<file path="src/core/board_ctrl_pkg.sv">
/*
  Shared constants and types for the board control register bank.
  Assumes a single 100 MHz clock domain and a synchronous active-high reset.
*/
// Contract
// - First bit of each slot is delayed by the 9-bit offset after frame sync.
// - Offset counts data bit periods before transmission starts on the transmit line.
// - Every later bit and slot keeps the same offset, not only the first.
// - Offset field resets to 1a3.
// - Offset register bits 15 to 9 are unused and read as zero.
// - Word at 1ff8 holds 10-bit alpha coefficient, reset value a4.
// - Word at 1ff6 holds 8-bit beta coefficient, reset value zero.
// - Writing all ones to 7fff clears the command interface address and data words.
// - The internal program ROM is neither readable nor writable from the host.
// - Each board word drives one setting shared by all sixteen channels.
package board_ctrl_pkg;

  // Serial command frame layout
  localparam int          WORD_W      = 16;
  localparam int          ADDR_W      = 15;
  localparam int          CNT_W       = 5;
  localparam logic [4:0]  WORD_BITS   = 5'h10;
  localparam int          RD_FLAG_BIT = 15;

  // Register addresses
  localparam logic [14:0] ADDR_BETA    = 15'h1ff6;
  localparam logic [14:0] ADDR_ALPHA   = 15'h1ff8;
  localparam logic [14:0] ADDR_TZ      = 15'h1ffa;
  localparam logic [14:0] ADDR_OFFSET  = 15'h1ffc;
  localparam logic [14:0] ADDR_CMD_CLR = 15'h7fff;
  localparam logic [15:0] CLEAR_KEY    = 16'hffff;

  // Field widths
  localparam int OFFSET_W = 9;
  localparam int TZ_W     = 5;
  localparam int ALPHA_W  = 10;
  localparam int BETA_W   = 8;

  // Reset values
  localparam logic [8:0] OFFSET_RST = 9'h1a3;
  localparam logic [4:0] TZ_RST     = 5'h00;
  localparam logic [9:0] ALPHA_RST  = 10'h0a4;
  localparam logic [7:0] BETA_RST   = 8'h00;

  // Transmit timing: bit position width in frame and slot-start value of the low position bits
  localparam int         POS_W     = 9;
  localparam logic [2:0] SLOT_ZERO = 3'h0;

  // Pin synchroniser width: sclk, cs_n, din, bit clock, frame sync
  localparam int SYNC_W = 5;
  localparam int S_UPCK = 0;
  localparam int S_CS_N = 1;
  localparam int S_DIN  = 2;
  localparam int S_SCK  = 3;
  localparam int S_FS   = 4;
  // Idle pin levels: clocks and data low, chip select high
  localparam logic [4:0] SYNC_IDLE = 5'h02;

  typedef enum logic [1:0] {SP_IDLE, SP_ADDR, SP_DATA} port_state_t;

endpackage

</file>
<file path="src/core/slot_timing_if.sv">
/*
  Carrier between the register bank and the transmit slot timer.
  Assumes both ends run on the same clock.
*/
`timescale 1ns/100ps
interface slot_timing_if;
  logic [8:0] bit_offset;
  logic       sck_rise;
  logic       frame_start;
  logic [8:0] tx_bit_pos;
  logic       tx_slot_start;
  logic       tx_active;

  modport ctrl  (output bit_offset, sck_rise, frame_start,
                 input  tx_bit_pos, tx_slot_start, tx_active);
  modport timer (input  bit_offset, sck_rise, frame_start,
                 output tx_bit_pos, tx_slot_start, tx_active);
endinterface

</file>
<file path="src/core/slot_timer.sv">
/*
  Transmit slot timer: frame position counter that shifts the transmit bit
  position by the programmed slot bit offset.
  Assumes one-cycle pulses for bit clock rise and frame start, same clock.
*/
`timescale 1ns/100ps
module slot_timer (
  input wire logic       clk_i,
  input wire logic       rst_i,
  slot_timing_if.timer   tif
);

  logic [8:0] pos_ff;
  logic [8:0] nxt_pos;
  logic       pend_ff;
  logic       nxt_pend;
  logic [8:0] bitpos_ff;
  logic [8:0] nxt_bitpos;
  logic       start_ff;
  logic       nxt_start;
  logic       active_ff;
  logic       nxt_active;

  // Position restarts at the bit clock following frame sync
  always_comb begin
    nxt_pos    = pos_ff;
    nxt_pend   = pend_ff | tif.frame_start;
    nxt_bitpos = bitpos_ff;
    nxt_start  = 1'b0;
    nxt_active = active_ff;
    if (tif.sck_rise) begin
      nxt_pos    = pend_ff ? '0 : 9'(pos_ff + 9'h001);
      nxt_pend   = tif.frame_start;
      // Shifted position wraps, so all later slots keep the offset
      nxt_bitpos = 9'(nxt_pos - tif.bit_offset);
      if (nxt_pos == tif.bit_offset) begin
        nxt_active = 1'b1;
      end
      nxt_start = (nxt_active || nxt_pos == tif.bit_offset) &&
                  (nxt_bitpos[2:0] == board_ctrl_pkg::SLOT_ZERO);
    end
  end

  always_ff @(posedge clk_i) begin
    if (rst_i) begin
      pos_ff    <= '0;
      pend_ff   <= 1'b0;
      bitpos_ff <= '0;
      start_ff  <= 1'b0;
      active_ff <= 1'b0;
    end else begin
      pos_ff    <= nxt_pos;
      pend_ff   <= nxt_pend;
      bitpos_ff <= nxt_bitpos;
      start_ff  <= nxt_start;
      active_ff <= nxt_active;
    end
  end

  assign tif.tx_bit_pos    = bitpos_ff;
  assign tif.tx_slot_start = start_ff;
  assign tif.tx_active     = active_ff;

endmodule

</file>
<file path="src/core/board_control_registers.sv">
/*
  Board control register bank: serial host port, the shared board words,
  the command interface clear, and the transmit slot offset timing.
  Assumes host serial pins and PCM pins are asynchronous to CLK_I and slow
  enough that each edge is seen after the two-flop synchroniser.
*/
`timescale 1ns/100ps
module board_control_registers (
  // Clock and reset
  input  wire logic        CLK_I,
  input  wire logic        RST_I,
  // Serial host port
  input  wire logic        UPCK_I,
  input  wire logic        UPCS_N_I,
  input  wire logic        UPDI_I,
  output logic             UPDO_O,
  output logic             UPDO_OE_N_O,
  // PCM timing inputs
  input  wire logic        SCK_I,
  input  wire logic        FRAME_SYNC_STROBE_I,
  // Transmit slot timing
  output logic [8:0]       TX_BIT_POS_O,
  output logic             TX_SLOT_START_O,
  output logic             TX_ACTIVE_O,
  // Shared board settings
  output logic [8:0]       SLOT_BIT_OFFSET_O,
  output logic [4:0]       TERMINATION_IMPEDANCE_TEST_O,
  output logic [9:0]       ALPHA_COEFF_O,
  output logic [7:0]       BETA_COEFF_O,
  // Command interface words
  output logic [14:0]      CMD_ADDR_WORD_O,
  output logic [15:0]      CMD_DATA_WORD_O
);

  slot_timing_if tif ();

  // Read decode; ROM space and unused bits return zero
  function automatic logic [15:0] reg_read(
    input logic [14:0] addr,
    input logic [8:0]  offs,
    input logic [4:0]  tz,
    input logic [9:0]  alpha,
    input logic [7:0]  beta
  );
    logic [15:0] val;
    val = 16'h0000;
    unique case (addr)
      board_ctrl_pkg::ADDR_OFFSET: val = {7'h00, offs};
      board_ctrl_pkg::ADDR_TZ:     val = {11'h000, tz};
      board_ctrl_pkg::ADDR_ALPHA:  val = {6'h00, alpha};
      board_ctrl_pkg::ADDR_BETA:   val = {8'h00, beta};
      default:                     val = 16'h0000;
    endcase
    return val;
  endfunction

  // Pin synchroniser; stage one is only read by stage two
  logic [board_ctrl_pkg::SYNC_W-1:0] meta_ff;
  logic [board_ctrl_pkg::SYNC_W-1:0] sync_ff;
  logic [board_ctrl_pkg::SYNC_W-1:0] prev_ff;
  logic [board_ctrl_pkg::SYNC_W-1:0] nxt_meta;
  logic [board_ctrl_pkg::SYNC_W-1:0] nxt_sync;
  logic [board_ctrl_pkg::SYNC_W-1:0] nxt_prev;

  always_comb begin
    nxt_meta = {FRAME_SYNC_STROBE_I, SCK_I, UPDI_I, UPCS_N_I, UPCK_I};
    nxt_sync = meta_ff;
    nxt_prev = sync_ff;
  end

  // Idle levels: clocks low, chip select high
  always_ff @(posedge CLK_I) begin
    if (RST_I) begin
      meta_ff <= board_ctrl_pkg::SYNC_IDLE;
      sync_ff <= board_ctrl_pkg::SYNC_IDLE;
      prev_ff <= board_ctrl_pkg::SYNC_IDLE;
    end else begin
      meta_ff <= nxt_meta;
      sync_ff <= nxt_sync;
      prev_ff <= nxt_prev;
    end
  end

  logic upck_rise;
  logic upck_fall;
  logic cs_active;
  logic din;

  // Edge strobes taken from the synchronised copies
  assign upck_rise = sync_ff[board_ctrl_pkg::S_UPCK] & ~prev_ff[board_ctrl_pkg::S_UPCK];
  assign upck_fall = ~sync_ff[board_ctrl_pkg::S_UPCK] & prev_ff[board_ctrl_pkg::S_UPCK];
  assign cs_active = ~sync_ff[board_ctrl_pkg::S_CS_N];
  assign din       = sync_ff[board_ctrl_pkg::S_DIN];

  // Serial port and register state
  board_ctrl_pkg::port_state_t state_ff;
  board_ctrl_pkg::port_state_t nxt_state;
  logic [4:0]  cnt_ff;
  logic [4:0]  nxt_cnt;
  logic [15:0] shift_ff;
  logic [15:0] nxt_shift;
  logic        rd_ff;
  logic        nxt_rd;
  logic [14:0] addr_word_ff;
  logic [14:0] nxt_addr_word;
  logic [15:0] data_word_ff;
  logic [15:0] nxt_data_word;
  logic        dout_ff;
  logic        nxt_dout;
  logic        oe_n_ff;
  logic        nxt_oe_n;
  logic [8:0]  offs_ff;
  logic [8:0]  nxt_offs;
  logic [4:0]  tz_ff;
  logic [4:0]  nxt_tz;
  logic [9:0]  alpha_ff;
  logic [9:0]  nxt_alpha;
  logic [7:0]  beta_ff;
  logic [7:0]  nxt_beta;
  logic [15:0] wr_word;

  assign wr_word = {shift_ff[14:0], din};

  // Frame: 16 address bits (read flag first), then 16 data bits, MSB first
  always_comb begin
    nxt_state     = state_ff;
    nxt_cnt       = cnt_ff;
    nxt_shift     = shift_ff;
    nxt_rd        = rd_ff;
    nxt_addr_word = addr_word_ff;
    nxt_data_word = data_word_ff;
    nxt_dout      = dout_ff;
    nxt_oe_n      = oe_n_ff;
    nxt_offs      = offs_ff;
    nxt_tz        = tz_ff;
    nxt_alpha     = alpha_ff;
    nxt_beta      = beta_ff;
    if (!cs_active) begin
      // Deselect aborts a partial frame and releases the data pin
      nxt_state = board_ctrl_pkg::SP_IDLE;
      nxt_oe_n  = 1'b1;
    end else begin
      unique case (state_ff)
        board_ctrl_pkg::SP_IDLE: begin
          nxt_state = board_ctrl_pkg::SP_ADDR;
          nxt_cnt   = '0;
        end
        board_ctrl_pkg::SP_ADDR: begin
          if (upck_rise) begin
            nxt_shift = wr_word;
            nxt_cnt   = 5'(cnt_ff + 5'h01);
            if (nxt_cnt == board_ctrl_pkg::WORD_BITS) begin
              nxt_state     = board_ctrl_pkg::SP_DATA;
              nxt_cnt       = '0;
              nxt_rd        = wr_word[board_ctrl_pkg::RD_FLAG_BIT];
              nxt_addr_word = wr_word[board_ctrl_pkg::ADDR_W-1:0];
              if (nxt_rd) begin
                // Load read data; first bit goes out on the next fall
                nxt_shift = reg_read(nxt_addr_word, offs_ff, tz_ff,
                                     alpha_ff, beta_ff);
              end
            end
          end
        end
        board_ctrl_pkg::SP_DATA: begin
          if (rd_ff) begin
            if (upck_fall) begin
              nxt_dout  = shift_ff[board_ctrl_pkg::WORD_W-1];
              nxt_oe_n  = 1'b0;
              nxt_shift = {shift_ff[14:0], 1'b0};
              nxt_cnt   = 5'(cnt_ff + 5'h01);
              if (nxt_cnt == board_ctrl_pkg::WORD_BITS) begin
                nxt_state = board_ctrl_pkg::SP_ADDR;
                nxt_cnt   = '0;
              end
            end
          end else if (upck_rise) begin
            nxt_shift = wr_word;
            nxt_cnt   = 5'(cnt_ff + 5'h01);
            if (nxt_cnt == board_ctrl_pkg::WORD_BITS) begin
              nxt_state     = board_ctrl_pkg::SP_ADDR;
              nxt_cnt       = '0;
              nxt_data_word = wr_word;
              // Only the documented fields are stored; other bits drop
              unique case (addr_word_ff)
                board_ctrl_pkg::ADDR_OFFSET:
                  nxt_offs = wr_word[board_ctrl_pkg::OFFSET_W-1:0];
                board_ctrl_pkg::ADDR_TZ:
                  nxt_tz = wr_word[board_ctrl_pkg::TZ_W-1:0];
                board_ctrl_pkg::ADDR_ALPHA:
                  nxt_alpha = wr_word[board_ctrl_pkg::ALPHA_W-1:0];
                board_ctrl_pkg::ADDR_BETA:
                  nxt_beta = wr_word[board_ctrl_pkg::BETA_W-1:0];
                board_ctrl_pkg::ADDR_CMD_CLR: begin
                  if (wr_word == board_ctrl_pkg::CLEAR_KEY) begin
                    nxt_addr_word = '0;
                    nxt_data_word = '0;
                  end
                end
                default: ; // ROM and unmapped space ignore writes
              endcase
            end
          end
        end
        default: nxt_state = board_ctrl_pkg::SP_IDLE;
      endcase
    end
  end

  // Register the serial port and the board words
  always_ff @(posedge CLK_I) begin
    if (RST_I) begin
      state_ff     <= board_ctrl_pkg::SP_IDLE;
      cnt_ff       <= '0;
      shift_ff     <= '0;
      rd_ff        <= 1'b0;
      addr_word_ff <= '0;
      data_word_ff <= '0;
      dout_ff      <= 1'b0;
      oe_n_ff      <= 1'b1;
      offs_ff      <= board_ctrl_pkg::OFFSET_RST;
      tz_ff        <= board_ctrl_pkg::TZ_RST;
      alpha_ff     <= board_ctrl_pkg::ALPHA_RST;
      beta_ff      <= board_ctrl_pkg::BETA_RST;
    end else begin
      state_ff     <= nxt_state;
      cnt_ff       <= nxt_cnt;
      shift_ff     <= nxt_shift;
      rd_ff        <= nxt_rd;
      addr_word_ff <= nxt_addr_word;
      data_word_ff <= nxt_data_word;
      dout_ff      <= nxt_dout;
      oe_n_ff      <= nxt_oe_n;
      offs_ff      <= nxt_offs;
      tz_ff        <= nxt_tz;
      alpha_ff     <= nxt_alpha;
      beta_ff      <= nxt_beta;
    end
  end

  // Bit clock and frame sync strobes for the slot timer
  assign tif.bit_offset  = offs_ff;
  assign tif.sck_rise    = sync_ff[board_ctrl_pkg::S_SCK] & ~prev_ff[board_ctrl_pkg::S_SCK];
  assign tif.frame_start = sync_ff[board_ctrl_pkg::S_FS] & ~prev_ff[board_ctrl_pkg::S_FS];

  slot_timer u_slot_timer (
    .clk_i (CLK_I),
    .rst_i (RST_I),
    .tif   (tif.timer)
  );

  // One set of board words serves every channel
  assign UPDO_O                       = dout_ff;
  assign UPDO_OE_N_O                  = oe_n_ff;
  assign TX_BIT_POS_O                 = tif.tx_bit_pos;
  assign TX_SLOT_START_O              = tif.tx_slot_start;
  assign TX_ACTIVE_O                  = tif.tx_active;
  assign SLOT_BIT_OFFSET_O            = offs_ff;
  assign TERMINATION_IMPEDANCE_TEST_O = tz_ff;
  assign ALPHA_COEFF_O                = alpha_ff;
  assign BETA_COEFF_O                 = beta_ff;
  assign CMD_ADDR_WORD_O              = addr_word_ff;
  assign CMD_DATA_WORD_O              = data_word_ff;

endmodule

</file>
<file path="config.mk">
export PLATFORM = sky130hd
export DESIGN_NAME = board_control_registers
export DESIGN_NICKNAME = d
export VERILOG_FILES = /design/src/core/board_ctrl_pkg.sv /design/src/core/slot_timing_if.sv /design/src/core/slot_timer.sv /design/src/core/board_control_registers.sv
export SDC_FILE = /design/constraint.sdc
export NUM_CORES = 1
export LEC_CHECK = 0
export ABC_AREA = 1
export BUFFER_PORTS_ARGS = -buffer_cell sky130_fd_sc_hd__buf_2
export CAP_MARGIN = 20
export CORE_MARGIN = 10
export CORE_UTILIZATION = 31
export CTS_CLUSTER_DIAMETER = 100
export DETAILED_ROUTE_END_ITERATION = 10
export GPL_TIMING_DRIVEN = 0
export PLACE_DENSITY_LB_ADDON = 0.25
export SYNTH_ARGS = -nofsm -noshare
export SYNTH_HDL_FRONTEND = slang
export SYNTH_HIERARCHICAL = 1
export SYNTH_SLANG_ARGS = --single-unit
</file>
<file path="constraint.sdc">
create_clock -name CLK_I -period 3.43 [get_ports CLK_I]
set_clock_uncertainty 0.1 [all_clocks]
set_input_delay 0.1715 -clock CLK_I [delete_from_list [all_inputs] [get_ports CLK_I]]
set_output_delay 0.1715 -clock CLK_I [all_outputs]
set_load 0.005 [all_outputs]
</file>
==> results.md <==
- PwrDens: 434 nW/um^2
- Count leader, synth: dfxtp_1
- Core ar.: 19,500 sq um
- Critical path, cell by cell: ha_1 -> nand2_1 -> nor2_4 -> or2_2 -> nand3_1 -> inv_1 -> ha_1 -> a21oi_1 -> nor2_1 -> nor3_1 -> nand2_1 -> nand2_1 -> nand2_1 -> o21ai_0 -> inv_1
- Clk sinks: 123
- Req. time, crit path: 3.65 ns
- Number of synthesized flops with an enable pin: 0
- DP Area: 6920 sq um
- Ys async rst share: 0%
- #FFs+latches synth: 123
- Fmax: 391 MHz
- Rows: 51
- CTS tree: yes
- RSZ-0062 raised after global routing: no
- CTS Buffer Depth: 2
- Fin. Hold Viols: 0
- Antenna-violating nets left: 0
- Ys flop type: dfxtp_1
- Max FO, Critical Path: 6
- Critical Path Max Stage Delay: 0.37 ns
- Clock latency at the later pin of the worst-skew pair: 0.43 ns
- Vias: 5,976
- Max-cap violation count: 0
- Global route overflow: 0
- Area Growth Syn to Fin: 21.5%
- R2r setup slk: 0.88 ns
- Synth Area in Compound Gates: 17.0%
- Largest family of logic cells by synthesized area: simple AND/OR/NAND/NOR gates
- TritonCTS Buffers: 17
- Mapped Area: 6170 sq um
- Area contributors post-synth: dfxtp_1, a21oi_1, nand3_1
- Relative slew slack: 53.3%
- Setup Viol. Count Final: 0
- FF-to-FF End: u_slot_timer/tif.tx_bit_pos[7]
- Cell leakage power: 3.28 nW
- Nets: 976
- Hold Crit Class: input pin to flop
- Final wirelength: 19.4 mm
- Xor and xnor fraction of the mapped netlist area: 0.709%
- Min-Delay Startpoint: RST_I
- First-pass GRT wire length: 31.1 mm
- Mapped Cells: 848
- Crit-path slowest cell: ha_1
- Fin crit share: 74.5%
- Antenna violations before repair: 0
- Buffers added on ports: 82
- Startpoint types: flop
- Multiplexer area fraction after synthesis: 0%
- Root buf cell: clkbuf_16
- Yosys cell types: 44
- Mapped Nets: 870
- Post-synth top area cell: dfxtp_1
- Max VDD drop: 0.000342 V
- # DRC: 0
- Total die area: 26,000 sq um
- Tmin final: 2.55 ns
- H-tree depth: 4
- WHS Path Cells: 5
- Syn. warnings: 6
- Setup TNS Final: 0 ns
- Dpl hpwl: 14.4 mm
- Die W: 161 um
- Top cell by count, worst path: nand2_1
- CP arrival: 2.77 ns
- Tot GR Track Use: 14.9%
- Ant diodes: 0
- Initial Util: 31.6%
- Post-route cell area: 7500 sq um
- Worst Reg-to-Reg Cells: 15
- DR vias/cell: 4.85
- Chip Height: 161 um
- Vias in the first global route: 5,637
- Post-synthesis adder-cell area fraction: 3.16%
- Slew Viols, Final: 0
- Initial DRC count: 451
- Share of the synthesized area in the top cell type: 39.9%
- R2R Path Start: u_slot_timer/pos_ff[0]
- Crit. End Element: flop
- Register area share after synthesis: 39.9%
- Worst-Margin Slew: 0.700 ns
- Largest net degree at the start of global routing: 17
- Simple-gate area share of the yosys netlist: 28.8%
- Mapped Avg Cell Area: 7.28 sq um
- Hold endpoint: u_slot_timer/tif.tx_slot_start
- Status: complete, no violations
- Drt wl/cell: 15.8 um
- Post-synth top cells: dfxtp_1, nand2_1, a21oi_1, inv_1, nand3_1
- Worst-path clk slew: 0.06 ns
- Layout cells sized above 1: 19.3%
- Num ports: 83
- Router iterations before antenna repair: 5
- Placer congestion estimate: 0.867
- Setup CP Type: flop to flop
-- worst max-delay path, delay by kind of cell, from the launching register on --
kind	cells	cell delay [ns]
flops	1	0.33
compound gates	2	0.37
buf+inv	2	0.11
fa+ha+maj	2	0.59
simple gates	9	0.95
-- final cells by class --
type	instances	area, sq um
fillers	2112	12000
multi-input cells	579	3070
flip-flops and latches	123	2460
clock buffers	21	460
repair buffers	87	460
inverters	107	404
well taps	265	332
plain buffers	39	239
clock inverters	11	72.6
-- registers in the layout (all words and copies together) (netlist names), 2 cells and up --
| name | flops |
|---|---|
| ALPHA_COEFF_O | 10 |
| state_ff | 2 |
| prev_ff | 3 |
| u_slot_timer/pos_ff | 9 |
| nxt_prev | 5 |
| u_slot_timer/tif.tx_bit_pos | 9 |
| SLOT_BIT_OFFSET_O | 9 |
| shift_ff | 16 |
| CMD_DATA_WORD_O | 16 |
| CMD_ADDR_WORD_O | 15 |
| cnt_ff | 5 |
| BETA_COEFF_O | 8 |
| meta_ff | 5 |
| TERMINATION_IMPEDANCE_TEST_O | 5 |
-- cell usage in the layout (no fill, tap or decap), types with 3 or more instances in the layout --
cell type / netlist / final
nor3_1: 6 / 6
buf_6: 7 / 7
buf_4: 5 / 5
nor2_1: 87 / 87
clkinv_1: 4 / 4
clkinv_2: 0 / 5
nand3_2: 4 / 4
o21ai_1: 8 / 8
inv_1: 97 / 97
nand2_4: 3 / 3
dfxtp_1: 123 / 123
nand2_2: 7 / 7
nand2_1: 118 / 118
ha_1: 14 / 14
dlygate4sd3_1: 0 / 5
xor2_1: 4 / 4
o21a_1: 3 / 3
a21oi_1: 97 / 97
nand4_1: 18 / 18
inv_2: 5 / 5
nor2_4: 8 / 8
o21ai_0: 72 / 72
o211ai_2: 4 / 4
or2_2: 5 / 5
a21oi_2: 5 / 5
clkbuf_1: 15 / 17
clkbuf_16: 0 / 17
nor2_2: 3 / 3
clkinvlp_4: 0 / 4
nand3_1: 95 / 95
buf_2: 9 / 91
clkbuf_8: 1 / 3
-- cell families after synthesis --
| logic type | after synthesis |
|---|---|
| AO/OA/AOI/OAI | 195 |
| XOR/XNOR | 5 |
| buffers and inverters | 146 |
| flip-flops | 123 |
| adder cells (fa/ha/maj) | 15 |
| AND/OR/NAND/NOR | 364 |
-- power by group --
part	internal, mW	switching, mW
Clock	0.954	0.675
Combinational	0.0568	0.106
Sequential	1.45	0.0140
Total	2.46	0.795
-- metal layers --
layer / global-route usage [%] / up-vias / wire length (um)
li1: - / 3028 / -
met2: 23.1 / 156 / 8620
met4: 5.25 / 0 / 303
met5: 0 / - / 0
met3: 3.56 / 19 / 1030
met1: 19.8 / 2773 / 9490
-- metrics by stage --
step | cells | power (mW) | worst slack [ns] | utilization [%] | hold WS, ns
floorplan | 848 | 1.60 | 1.14 | - | 0.175
global placement | 1195 | 1.65 | 0.863 | 35.4 | 0.255
detailed placement | 1195 | 1.65 | 0.890 | 35.4 | 0.259
CTS | 1232 | 3.28 | 0.869 | 38.4 | 0.0268
global route | 1232 | 3.37 | 0.631 | 38.4 | 0.0876
finish | 1232 | 3.25 | 0.875 | 38.4 | 0.0270
-- how the worst max path moves through the flow --
stage                                endpoint  depth (start not counted)                   start
2_1_floorplan  u_slot_timer/tif.tx_bit_pos[7]                         15  u_slot_timer/pos_ff[0]
3_3_place_gp   u_slot_timer/tif.tx_bit_pos[7]                         15  u_slot_timer/pos_ff[0]
3_5_place_dp   u_slot_timer/tif.tx_bit_pos[7]                         15  u_slot_timer/pos_ff[0]
4_1_cts        u_slot_timer/tif.tx_bit_pos[7]                         15  u_slot_timer/pos_ff[0]
5_1_grt        u_slot_timer/tif.tx_bit_pos[7]                         15  u_slot_timer/pos_ff[0]
6_report       u_slot_timer/tif.tx_bit_pos[7]                         15  u_slot_timer/pos_ff[0]
-- what timing repair did --
item,4_1_cts,5_1_grt
hold buffers,5,0
buffers inserted,0,0
resized for setup,0,0
endpoints found under the hold margin,5,0
No activity file was read; power rests on OpenSTA's default activity.
